File: src/uhric_pkg.sv
// Register map, field layout and reset values of the host receive interval, build options and endpoint 0 port block
package uhric_pkg;

	// Register byte offsets on the AXI4-Lite slave
	localparam logic [7:0] ADDR_EP_SELECT = 8'h00;
	localparam logic [7:0] ADDR_EP_TYPE = 8'h04;
	localparam logic [7:0] ADDR_POLL_INTERVAL = 8'h08;
	localparam logic [7:0] ADDR_BUILD_OPTIONS = 8'h0c;
	localparam logic [7:0] ADDR_EP0_DATA = 8'h10;
	localparam logic [7:0] ADDR_FIFO_LEVELS = 8'h14;

	// Field positions
	localparam int SPEED_LSB = 6;
	localparam int PROTO_LSB = 4;
	localparam int TX_LEVEL_LSB = 16;
	localparam int RX_LEVEL_LSB = 0;

	// Build option bit positions
	localparam int OPT_BULK_RX_COMBINE_BIT = 7;
	localparam int OPT_BULK_TX_SPLIT_BIT = 6;
	localparam int OPT_BYTE_ORDER_BIT = 5;
	localparam int OPT_HIBAND_RX_BIT = 4;
	localparam int OPT_HIBAND_TX_BIT = 3;
	localparam int OPT_RESIZABLE_BIT = 2;
	localparam int OPT_SW_ATTACH_BIT = 1;
	localparam int OPT_PHY_WIDTH_BIT = 0;

	// Values after reset
	localparam logic [7:0] POLL_INTERVAL_RESET = 8'h00;
	localparam logic [3:0] EP_TYPE_RESET = 4'h0;
	localparam logic [7:0] BUILD_OPTIONS_RESET = 8'h06;
	localparam logic [31:0] DATA_RESET = 32'h0000_0000;

	// Target speed codes
	localparam logic [1:0] SPEED_ILLEGAL = 2'h0;
	localparam logic [1:0] SPEED_HIGH = 2'h1;
	localparam logic [1:0] SPEED_FULL = 2'h2;
	localparam logic [1:0] SPEED_LOW = 2'h3;

	// Transfer type codes
	localparam logic [1:0] XFER_CONTROL = 2'h0;
	localparam logic [1:0] XFER_ISO = 2'h1;
	localparam logic [1:0] XFER_BULK = 2'h2;
	localparam logic [1:0] XFER_INTR = 2'h3;

	// Interval ranges
	localparam logic [7:0] EXP_MAX = 8'h10;
	localparam logic [7:0] BULK_MIN = 8'h02;

	// AXI responses
	localparam logic [1:0] RESP_OKAY = 2'h0;
	localparam logic [1:0] RESP_SLVERR = 2'h2;

endpackage : uhric_pkg

File: src/uhric_regs.sv
// Host receive interval registers, build option word and endpoint 0 data port behind an AXI4-Lite slave
// Behaviour
// Eight-bit interval per selected endpoint, reset zero, readable and writable.
// For bulk endpoints the interval sets the continuous NAK timeout length.
// Every endpoint except endpoint 0 has an interval register.
// Low/full speed interrupt: m from 1 to 255 polls every m frames.
// High speed interrupt: m 1..16 polls every 2^(m-1) microframes.
// Isochronous: m 1..16 polls every 2^(m-1) frames or microframes.
// Bulk: m 2..16 gives a NAK limit of 2^(m-1).
// Interval 0 or 1 disables the bulk NAK timeout.
// Build option word is read-only; bits 2 and 1 default to one.
// Bit 7 reports bulk receive packet combining built in.
// Bit 6 reports bulk transmit packet splitting built in.
// Bit 5 reports byte order: zero little-endian, one big-endian.
// Bit 4 reports high-bandwidth receive isochronous support.
// Bit 3 reports high-bandwidth transmit isochronous support.
// Bit 2 reports resizable FIFO option present.
// Bit 1 reports software connect and disconnect option present.
// Bit 0 reports transceiver path width: zero 8 bits, one 16.
// Writing the endpoint 0 data port pushes into its transmit FIFO.
// Reading the endpoint 0 data port pops its receive FIFO.
// Speed code: 1 high, 2 full, 3 low, 0 illegal.
// Transfer code: 0 control, 1 isochronous, 2 bulk, 3 interrupt.
// Software writes the interval only in host mode with endpoint selected; there is no host mode here, any selected endpoint but 0 takes it.
//
// Decided for this implementation: the placing of the registers and register access over AXI4-Lite.
`timescale 1ns/1ps
module uhric_regs #(
	parameter int NUM_EP = 5,
	parameter int FIFO_DEPTH = 16,
	parameter bit HAS_BULK_RX_COMBINE = uhric_pkg::BUILD_OPTIONS_RESET[uhric_pkg::OPT_BULK_RX_COMBINE_BIT],
	parameter bit HAS_BULK_TX_SPLIT = uhric_pkg::BUILD_OPTIONS_RESET[uhric_pkg::OPT_BULK_TX_SPLIT_BIT],
	parameter bit BIG_ENDIAN_BUS = uhric_pkg::BUILD_OPTIONS_RESET[uhric_pkg::OPT_BYTE_ORDER_BIT],
	parameter bit HAS_HIBAND_RX = uhric_pkg::BUILD_OPTIONS_RESET[uhric_pkg::OPT_HIBAND_RX_BIT],
	parameter bit HAS_HIBAND_TX = uhric_pkg::BUILD_OPTIONS_RESET[uhric_pkg::OPT_HIBAND_TX_BIT],
	parameter bit HAS_RESIZABLE = uhric_pkg::BUILD_OPTIONS_RESET[uhric_pkg::OPT_RESIZABLE_BIT],
	parameter bit HAS_SW_ATTACH = uhric_pkg::BUILD_OPTIONS_RESET[uhric_pkg::OPT_SW_ATTACH_BIT],
	parameter bit PHY_WIDE = uhric_pkg::BUILD_OPTIONS_RESET[uhric_pkg::OPT_PHY_WIDTH_BIT]
) (
	// Clock and reset
	input wire logic aclk,
	input wire logic aresetn,
	// AXI4-Lite write address and data
	input wire logic [7:0] awaddr,
	input wire logic awvalid,
	output logic awready,
	input wire logic [31:0] wdata,
	input wire logic [3:0] wstrb,
	input wire logic wvalid,
	output logic wready,
	// AXI4-Lite write response
	output logic [1:0] bresp,
	output logic bvalid,
	input wire logic bready,
	// AXI4-Lite read
	input wire logic [7:0] araddr,
	input wire logic arvalid,
	output logic arready,
	output logic [31:0] rdata,
	output logic [1:0] rresp,
	output logic rvalid,
	input wire logic rready,
	// Endpoint 0 transmit stream towards the USB side
	output logic [31:0] tx_data,
	output logic tx_valid,
	input wire logic tx_ready,
	// Endpoint 0 receive stream from the USB side
	input wire logic [31:0] rx_data,
	input wire logic rx_valid,
	output logic rx_ready,
	// Scheduler query: endpoint in, timing out
	input wire logic [$clog2(NUM_EP)-1:0] sched_ep,
	output logic [15:0] sched_period,
	output logic sched_valid,
	output logic sched_nak_en
);
	import uhric_pkg::*;

	localparam int EPW = $clog2(NUM_EP);
	localparam int PW = $clog2(FIFO_DEPTH);
	localparam int CW = $clog2(FIFO_DEPTH + 1);

	// Refuse shapes the logic cannot serve, at elaboration
	if (NUM_EP < 2 || NUM_EP > 16)
	begin : g_bad_ep
		$error("NUM_EP must lie in 2..16");
	end
	if (FIFO_DEPTH < 2 || FIFO_DEPTH > 128 || (FIFO_DEPTH & (FIFO_DEPTH - 1)) != 0)
	begin : g_bad_depth
		$error("FIFO_DEPTH must be a power of two in 2..128");
	end

	// Word address match
	function automatic logic hit(input logic [7:0] addr, input logic [7:0] off);
		hit = (addr[7:2] == off[7:2]);
	endfunction : hit

	// Interval to {valid, nak timeout enable, period}
	function automatic logic [17:0] timing(input logic [1:0] spd, input logic [1:0] transfer_type_code, input logic [7:0] m);
		logic [15:0] pw;
		logic in16;
		pw = 16'h0001 << 4'(m - 8'h01);
		in16 = (m != 8'h00) && (m <= EXP_MAX);
		timing = {2'b00, 16'h0000};
		if (spd != SPEED_ILLEGAL)
		begin
			// interval decode per type
			unique case (transfer_type_code)
				XFER_INTR:
					if (spd == SPEED_HIGH)
						timing = {in16, 1'b0, in16 ? pw : 16'h0000};
					else
						timing = {m != 8'h00, 1'b0, {8'h00, m}};
				XFER_ISO:
					timing = {in16, 1'b0, in16 ? pw : 16'h0000};
				XFER_BULK:
					if (m >= BULK_MIN && m <= EXP_MAX)
						timing = {2'b11, pw};
				XFER_CONTROL:
					timing = {2'b00, 16'h0000};
			endcase
		end
	endfunction : timing

	// Per endpoint state
	logic [7:0] interval_mem [NUM_EP];
	logic [3:0] type_mem [NUM_EP];
	logic [EPW-1:0] ep_sel_reg;

	// FIFO state
	logic [31:0] txq [FIFO_DEPTH];
	logic [31:0] rxq [FIFO_DEPTH];
	logic [PW-1:0] tx_wp_reg, tx_rp_reg, rx_wp_reg, rx_rp_reg;
	logic [CW-1:0] tx_cnt_reg, rx_cnt_reg;

	// Bus state
	logic aw_have_reg, w_have_reg;
	logic [7:0] aw_addr_reg, rd_addr_reg;
	logic [31:0] w_data_reg;
	logic [3:0] w_strb_reg;
	logic awready_reg, wready_reg, bvalid_reg, arready_reg, rvalid_reg;
	logic [1:0] bresp_reg, rresp_reg;
	logic [31:0] rdata_reg;
	logic tx_valid_reg, rx_ready_reg;
	logic [31:0] tx_data_reg;
	logic [15:0] sched_period_reg;
	logic sched_valid_reg, sched_nak_en_reg;

	// Build option word assembled from build-time choices
	wire [7:0] build_word;
	// combine flag
	assign build_word[OPT_BULK_RX_COMBINE_BIT] = HAS_BULK_RX_COMBINE;
	// split flag
	assign build_word[OPT_BULK_TX_SPLIT_BIT] = HAS_BULK_TX_SPLIT;
	// byte order
	assign build_word[OPT_BYTE_ORDER_BIT] = BIG_ENDIAN_BUS;
	// hiband receive
	assign build_word[OPT_HIBAND_RX_BIT] = HAS_HIBAND_RX;
	// hiband transmit
	assign build_word[OPT_HIBAND_TX_BIT] = HAS_HIBAND_TX;
	// resizable buffers
	assign build_word[OPT_RESIZABLE_BIT] = HAS_RESIZABLE;
	// software attach
	assign build_word[OPT_SW_ATTACH_BIT] = HAS_SW_ATTACH;
	// path width
	assign build_word[OPT_PHY_WIDTH_BIT] = PHY_WIDE;

	// Write channel decode
	wire aw_fire = awvalid && awready_reg;
	wire w_fire = wvalid && wready_reg;
	wire wr_do = aw_have_reg && w_have_reg && !bvalid_reg;
	wire wr_sel = wr_do && hit(aw_addr_reg, ADDR_EP_SELECT);
	wire wr_type = wr_do && hit(aw_addr_reg, ADDR_EP_TYPE);
	wire wr_intv = wr_do && hit(aw_addr_reg, ADDR_POLL_INTERVAL);
	wire wr_data = wr_do && hit(aw_addr_reg, ADDR_EP0_DATA);
	wire wr_ro = wr_do && (hit(aw_addr_reg, ADDR_BUILD_OPTIONS) || hit(aw_addr_reg, ADDR_FIFO_LEVELS));
	wire sel_ok = 32'(w_data_reg[EPW-1:0]) < NUM_EP && w_data_reg[7:EPW] == '0;
	wire tx_push = wr_data && (32'(tx_cnt_reg) < FIFO_DEPTH);
	wire wr_err = (wr_sel && !sel_ok) || (wr_data && !tx_push) || wr_ro;
	wire wr_ok = wr_sel || wr_type || wr_intv || wr_data || wr_ro;
	wire aw_have_next = (aw_have_reg && !wr_do) || aw_fire;
	wire w_have_next = (w_have_reg && !wr_do) || w_fire;
	wire bvalid_next = wr_do || (bvalid_reg && !bready);

	// Read channel decode
	wire ar_fire = arvalid && arready_reg;
	wire rd_data = ar_fire && hit(araddr, ADDR_EP0_DATA);
	wire rx_pop = rd_data && (rx_cnt_reg != '0);
	wire rvalid_next = ar_fire || (rvalid_reg && !rready);
	// endpoint 0 interval reads zero
	wire [7:0] sel_interval = (ep_sel_reg == '0) ? 8'h00 : interval_mem[ep_sel_reg];
	wire [31:0] levels_word = (32'(tx_cnt_reg) << TX_LEVEL_LSB) | (32'(rx_cnt_reg) << RX_LEVEL_LSB);
	wire rd_known = hit(araddr, ADDR_EP_SELECT) || hit(araddr, ADDR_EP_TYPE) || hit(araddr, ADDR_POLL_INTERVAL)
		|| hit(araddr, ADDR_BUILD_OPTIONS) || hit(araddr, ADDR_EP0_DATA) || hit(araddr, ADDR_FIFO_LEVELS);
	// read-only build word
	wire [31:0] rd_word = hit(araddr, ADDR_EP_SELECT) ? 32'(ep_sel_reg)
		: hit(araddr, ADDR_EP_TYPE) ? {24'h0, type_mem[ep_sel_reg], 4'h0}
		: hit(araddr, ADDR_POLL_INTERVAL) ? {24'h0, sel_interval}
		: hit(araddr, ADDR_BUILD_OPTIONS) ? {24'h0, build_word}
		: rx_pop ? rxq[rx_rp_reg]
		: hit(araddr, ADDR_FIFO_LEVELS) ? levels_word
		: 32'h0;

	// FIFO handshakes towards the USB side
	wire tx_load = (tx_cnt_reg != '0) && (!tx_valid_reg || tx_ready);
	wire rx_push = rx_valid && rx_ready_reg;
	wire [CW-1:0] tx_cnt_next = tx_cnt_reg + CW'(tx_push) - CW'(tx_load);
	wire [CW-1:0] rx_cnt_next = rx_cnt_reg + CW'(rx_push) - CW'(rx_pop);

	// Scheduler lookup for the queried endpoint
	// Endpoints beyond the configured count read as unconfigured, never as unknown
	wire sched_ep_ok = 32'(sched_ep) < NUM_EP;
	wire [7:0] sched_m = (sched_ep == '0 || !sched_ep_ok) ? 8'h00 : interval_mem[sched_ep];
	wire [3:0] sched_type = sched_ep_ok ? type_mem[sched_ep] : EP_TYPE_RESET;
	wire [1:0] sched_spd = sched_type[SPEED_LSB-4 +: 2];
	wire [1:0] sched_transfer_type_code = sched_type[PROTO_LSB-4 +: 2];
	// bulk timeout from interval
	wire [17:0] sched_calc = timing(sched_spd, sched_transfer_type_code, sched_m);

	// Write side handshake state
	always_ff @(posedge aclk)
	begin
		if (!aresetn)
		begin
			aw_have_reg <= 1'b0;
			w_have_reg <= 1'b0;
			awready_reg <= 1'b0;
			wready_reg <= 1'b0;
			bvalid_reg <= 1'b0;
			bresp_reg <= RESP_OKAY;
		end
		else
		begin
			aw_have_reg <= aw_have_next;
			w_have_reg <= w_have_next;
			awready_reg <= !aw_have_next && !bvalid_next;
			wready_reg <= !w_have_next && !bvalid_next;
			bvalid_reg <= bvalid_next;
			if (wr_do)
				bresp_reg <= (wr_err || !wr_ok) ? RESP_SLVERR : RESP_OKAY;
		end
	end

	// Write payload capture
	always_ff @(posedge aclk)
	begin
		if (!aresetn)
		begin
			aw_addr_reg <= 8'h00;
			w_data_reg <= DATA_RESET;
			w_strb_reg <= 4'h0;
		end
		else
		begin
			if (aw_fire)
				aw_addr_reg <= awaddr;
			if (w_fire)
			begin
				w_data_reg <= wdata;
				w_strb_reg <= wstrb;
			end
		end
	end

	// Endpoint select and per endpoint registers
	always_ff @(posedge aclk)
	begin
		if (!aresetn)
		begin
			ep_sel_reg <= '0;
			for (int i = 0; i < NUM_EP; i++)
			begin
				interval_mem[i] <= POLL_INTERVAL_RESET;
				type_mem[i] <= EP_TYPE_RESET;
			end
		end
		else
		begin
			if (wr_sel && sel_ok && w_strb_reg[0])
				ep_sel_reg <= w_data_reg[EPW-1:0];
			// speed and R21 transfer codes stored
			if (wr_type && w_strb_reg[0])
				type_mem[ep_sel_reg] <= w_data_reg[7:4];
			// interval store, R3 none for endpoint 0
			if (wr_intv && w_strb_reg[0] && ep_sel_reg != '0)
				interval_mem[ep_sel_reg] <= w_data_reg[7:0];
		end
	end

	// Read channel
	always_ff @(posedge aclk)
	begin
		if (!aresetn)
		begin
			arready_reg <= 1'b0;
			rvalid_reg <= 1'b0;
			rdata_reg <= DATA_RESET;
			rresp_reg <= RESP_OKAY;
			rd_addr_reg <= 8'h00;
		end
		else
		begin
			arready_reg <= !rvalid_next;
			rvalid_reg <= rvalid_next;
			if (ar_fire)
			begin
				rdata_reg <= rd_word;
				rresp_reg <= rd_known ? RESP_OKAY : RESP_SLVERR;
				rd_addr_reg <= araddr;
			end
		end
	end

	// Transmit FIFO storage and output stage
	always_ff @(posedge aclk)
	begin
		if (!aresetn)
		begin
			tx_wp_reg <= '0;
			tx_rp_reg <= '0;
			tx_cnt_reg <= '0;
			tx_valid_reg <= 1'b0;
			tx_data_reg <= DATA_RESET;
		end
		else
		begin
			// push on data port write
			if (tx_push)
			begin
				txq[tx_wp_reg] <= w_data_reg;
				tx_wp_reg <= tx_wp_reg + 1'b1;
			end
			if (tx_load)
			begin
				tx_data_reg <= txq[tx_rp_reg];
				tx_rp_reg <= tx_rp_reg + 1'b1;
			end
			tx_cnt_reg <= tx_cnt_next;
			if (tx_load)
				tx_valid_reg <= 1'b1;
			else if (tx_ready)
				tx_valid_reg <= 1'b0;
		end
	end

	// Receive FIFO storage
	always_ff @(posedge aclk)
	begin
		if (!aresetn)
		begin
			rx_wp_reg <= '0;
			rx_rp_reg <= '0;
			rx_cnt_reg <= '0;
			rx_ready_reg <= 1'b0;
		end
		else
		begin
			if (rx_push)
			begin
				rxq[rx_wp_reg] <= rx_data;
				rx_wp_reg <= rx_wp_reg + 1'b1;
			end
			// pop on data port read
			if (rx_pop)
				rx_rp_reg <= rx_rp_reg + 1'b1;
			rx_cnt_reg <= rx_cnt_next;
			rx_ready_reg <= 32'(rx_cnt_next) < FIFO_DEPTH;
		end
	end

	// Scheduler timing outputs
	always_ff @(posedge aclk)
	begin
		if (!aresetn)
		begin
			sched_valid_reg <= 1'b0;
			sched_nak_en_reg <= 1'b0;
			sched_period_reg <= 16'h0000;
		end
		else
		begin
			sched_valid_reg <= sched_calc[17];
			sched_nak_en_reg <= sched_calc[16];
			sched_period_reg <= sched_calc[15:0];
		end
	end

	// Port drive
	assign awready = awready_reg;
	assign wready = wready_reg;
	assign bvalid = bvalid_reg;
	assign bresp = bresp_reg;
	assign arready = arready_reg;
	assign rvalid = rvalid_reg;
	assign rdata = rdata_reg;
	assign rresp = rresp_reg;
	assign tx_valid = tx_valid_reg;
	assign tx_data = tx_data_reg;
	assign rx_ready = rx_ready_reg;
	assign sched_valid = sched_valid_reg;
	assign sched_nak_en = sched_nak_en_reg;
	assign sched_period = sched_period_reg;

	// Checks on stored values and derived timing
	a_interval_store: assert property (@(posedge aclk) disable iff (!aresetn)
		(wr_intv && w_strb_reg[0] && ep_sel_reg != '0) |=> interval_mem[$past(ep_sel_reg)] == $past(w_data_reg[7:0]))
		else $error("Interval write not stored");
	a_ep0_no_interval: assert property (@(posedge aclk) disable iff (!aresetn)
		(ar_fire && hit(araddr, ADDR_POLL_INTERVAL) && ep_sel_reg == '0) |=> rdata_reg == 32'h0)
		else $error("Endpoint 0 interval not zero");
	a_intr_low_period: assert property (@(posedge aclk) disable iff (!aresetn)
		(sched_transfer_type_code == XFER_INTR && (sched_spd == SPEED_FULL || sched_spd == SPEED_LOW) && sched_m != 8'h00)
		|=> sched_valid_reg && sched_period_reg == {8'h00, $past(sched_m)})
		else $error("Interrupt frame period wrong");
	a_intr_high_period: assert property (@(posedge aclk) disable iff (!aresetn)
		(sched_transfer_type_code == XFER_INTR && sched_spd == SPEED_HIGH && sched_m >= 8'h01 && sched_m <= 8'h10)
		|=> sched_valid_reg && sched_period_reg == (16'h0001 << ($past(sched_m) - 8'h01)))
		else $error("High speed interrupt period wrong");
	a_iso_period: assert property (@(posedge aclk) disable iff (!aresetn)
		(sched_transfer_type_code == XFER_ISO && sched_spd != SPEED_ILLEGAL && sched_m > 8'h10)
		|=> !sched_valid_reg && sched_period_reg == 16'h0000)
		else $error("Isochronous out of range accepted");
	a_bulk_nak_limit: assert property (@(posedge aclk) disable iff (!aresetn)
		(sched_transfer_type_code == XFER_BULK && sched_spd != SPEED_ILLEGAL && sched_m >= 8'h02 && sched_m <= 8'h10)
		|=> sched_nak_en_reg && sched_period_reg == (16'h0001 << ($past(sched_m) - 8'h01)))
		else $error("Bulk NAK limit wrong");
	a_bulk_nak_off: assert property (@(posedge aclk) disable iff (!aresetn)
		(sched_transfer_type_code == XFER_BULK && sched_m <= 8'h01) |=> !sched_nak_en_reg)
		else $error("NAK timeout not disabled");
	a_build_word_read: assert property (@(posedge aclk) disable iff (!aresetn)
		(rvalid_reg && hit(rd_addr_reg, ADDR_BUILD_OPTIONS)) |-> rdata_reg == {24'h0, build_word})
		else $error("Build option word altered");
	a_tx_push_count: assert property (@(posedge aclk) disable iff (!aresetn)
		(tx_push && !tx_load) |=> tx_cnt_reg == $past(tx_cnt_reg) + 1'b1)
		else $error("Data port write not pushed");
	a_rx_pop_count: assert property (@(posedge aclk) disable iff (!aresetn)
		(rx_pop && !rx_push) |=> rx_cnt_reg == $past(rx_cnt_reg) - 1'b1 && rdata_reg == $past(rxq[rx_rp_reg]))
		else $error("Data port read not popped");
	a_speed_illegal: assert property (@(posedge aclk) disable iff (!aresetn)
		(sched_spd == SPEED_ILLEGAL) |=> !sched_valid_reg && !sched_nak_en_reg)
		else $error("Illegal speed accepted");

endmodule : uhric_regs

File: config.mk
export PLATFORM = sky130hd
export DESIGN_NAME = uhric_regs
export DESIGN_NICKNAME = d
export VERILOG_FILES = /design/src/uhric_pkg.sv /design/src/uhric_regs.sv
export SDC_FILE = /design/constraint.sdc
export NUM_CORES = 1
export LEC_CHECK = 0
export BUFFER_PORTS_ARGS = -buffer_cell sky130_fd_sc_hd__clkbuf_2
export CORE_MARGIN = 2
export CORE_UTILIZATION = 55
export DETAILED_ROUTE_END_ITERATION = 8
export GPL_ROUTABILITY_DRIVEN = 1
export PLACE_DENSITY = 0.72
export RECOVER_POWER = 100
export SLEW_MARGIN = 20
export SYNTH_ARGS = -nofsm -noshare
export SYNTH_HDL_FRONTEND = slang
export SYNTH_SLANG_ARGS = --single-unit
File: constraint.sdc
create_clock -name aclk -period 14.8 [get_ports aclk]
set_input_delay 1.48 -clock aclk [delete_from_list [all_inputs] [get_ports aclk]]
set_output_delay 1.48 -clock aclk [all_outputs]
set_load 0.01 [all_outputs]
==> qor.yml <==
outcome: "complete, but fails checks"
violations: "max-capacitance violations, max-slew violations"
yosysTopAreaCellShare_pct: 67.53
cp_data_arrival_time_ps: 9330
cp-end-kind: "register"
largestRegisters: "rxq x512, txq x512, interval_mem x64"
ys.flop_type: "edfxtp_1"
final.min_clock_period_ps: 9002
synth_seq_cells: 1288
worstMarginPinSlew_ps: 3659
slew_headroom_pct: -145.3
cts_num_sinks: 1288
hold_buffers: 0
ctsResizeCount: 0
startpoint_type: "primary input"
die_area_mm2: 0.09298
syn_area_mm2: 0.04981
cts_buffers: 121
leakagePower_nw: 17.29
num-fill-cells: 6225
ys_warn_count: 0
placementRows: 110
syn_area_per_cell_um2: 19.47
post-route-period-util_pct: 60.82
clock.fmax_ghz: 0.1111
peakVddDrop_mv: 0.1124
grt_pass1_wl_um: 166000
gp_congestion: 0.8156
p_per_area_mw_per_mm2: 144.5
cap_viol_max_count: 38
grt_busiest_layer: "met2"
fin_tns_setup_ps: 0
hold_viol: 0
grt_max_degree: 87
cts_tree: "yes"
clock_path_buffers: 3
instances_no_fill: 4062
root_buffer: "clkbuf_16"
htree_levels: 3
ys_types: 70
placed_cell_area_mm2: 0.05230
dp_cells: 3831
rrSetupSlack_ps: 8020
drive_gt1_share_pct: 22.25
path_max_fanout: 86
finalSetupViolCount: 0
vias: 25100
use_met3_pct: 4.311
via_per_inst: 6.178
whs_ps: 456.6
postLayoutSetupSlackWorst_ps: 5798
async_flop_share_pct: 0
grt_util_met2_pct: 41.04
slew_viol_final: 1231
antenna_found_initial: 7
synth_area_leaders: "edfxtp_1, mux4_2, dfxtp_1"
die_h_um: 304.9
pre_cts_ws_ps: 9835
cp.required_ps: 15120
grt_pass1_vias: 26170
io_pins: 189
rsz0062_at_grt: "no"
drt_pass1_iterations: 5
worstSetupPathType: "primary input to register"
track_usage_pct: 24.21
clk_latency_ps: 720
drt-initial-drc-count: 2823
met1_usage_pct: 32.41
drtAntennaViolNets: 0
fin_area_mm2: 0.05575
layout_commonest_cell: "edfxtp_1"
synth_edf_count: 1120
coreArea_mm2: 0.08987
grt-ovfl-total: 0
yosysTopAreaCell: "edfxtp_1"
path_clk_slew_ps: 60
dpl.hpwl_um: 59100
initial_core_util_pct: 55.42
seq_area_frac_synth_pct: 74.28
netlist_instances: 2558
nets: 2898
wirelength_um: 111400
die-width_um: 304.9
port_buffers: 179
wire_per_inst_um: 27.42
cts_setup_buffers: 0
syn_to_final_growth_pct: 11.94
final_cell_mix: "edfxtp_1, mux4_2, clkbuf_1"
skew_ps: 32.76
hold_class: "register to register"
remaining_drc_errors: 0
-- critical path, stage by stage --
cell and delay [ps]:
clkbuf_2 80, clkbuf_1 1410, clkinvlp_2 3820, or3_1 1650, nor2_4 240, buf_4 570
-- through the flow --
step | total power [mW] | utilization, %
2_1_floorplan | 4.854 | -
3_3_place_gp | 5.134 | 58.19
3_5_place_dp | 5.162 | 58.19
4_1_cts | 8.128 | 62.50
5_1_grt | 8.332 | 62.03
6_report | 8.058 | 62.03
-- synthesized netlist by cell type, types with 3 or more instances --
cell type and number:
xnor2_1 9, nor4_1 8, nand2_1 182, or3_1 5, buf_2 16, a21oi_1 108, mux2i_1 25, nand3b_1 9
a21o_1 4, nand3_1 21, a22oi_1 22, o22ai_1 5, clkbuf_1 96, mux2_2 8, nor2_1 112, xor2_1 10
a31oi_1 10, dfxtp_1 168, o32ai_1 4, and2_1 57, nor3b_1 3, nor3_1 12, mux4_2 344, o31ai_1 4
nand2b_1 19, buf_1 28, and3_1 6, ha_1 22, nand4_1 5, inv_1 26, o21ai_0 27, or2_2 5
o221ai_1 3, a32oi_1 4, edfxtp_1 1120, nor2b_1 4, inv_2 3
-- layer usage --
metal,vias to the layer above,wire length [um]
met5,-,26
met4,4,2772
met3,186,8720
met2,1090,56800
met1,13090,43040
li1,10730,-
-- where the power goes --
group	total, mW	switching (mW)	internal [mW]
clock network	2.99	1.30	1.69
logic	0.900	0.452	0.448
registers	4.16	0.140	4.03
-- kinds of logic (layout without fill, tap and decap cells) --
logic type | Yosys count | in the layout | share of synthesized area [%]
flip-flops | 1288 | 1288 | 74.28
AND/OR/NAND/NOR | 463 | 463 | 4.391
AO/OA/AOI/OAI | 212 | 212 | 2.645
other | 1 | 11 | 0.007529
adder cells (fa/ha/maj) | 24 | 24 | 0.6330
buffers and inverters | 172 | 490 | 1.367
multiplexers | 379 | 379 | 16.34
XOR/XNOR | 19 | 19 | 0.3341
-- final cells by class --
class,count,area [um^2],area share [%]
multi-input combinational,1107,12280,22.03
inverter,29,110.1,0.1975
timing repair buffer,231,1003,1.800
sequential,1288,37010,66.39
antenna,1,2.502,0.004488
tap,1176,1471,2.639
clock buffer,188,3493,6.266
clock inverter,42,377.9,0.6778
-- final timing paths --
check	start	cells past startpoint	to
worst min register to register	tx_data[13]$_SDFFE_PN0P_	2	tx_data[13]$_SDFFE_PN0P_
worst max register to register	register	5	rdata[4]$_SDFFE_PN0P_
worst min-delay path	tx_data[13]$_SDFFE_PN0P_	2	tx_data[13]$_SDFFE_PN0P_
worst max-delay path	aresetn	6	rxq[0][26]$_DFFE_PP_
Power figures use the tool's default switching activity.
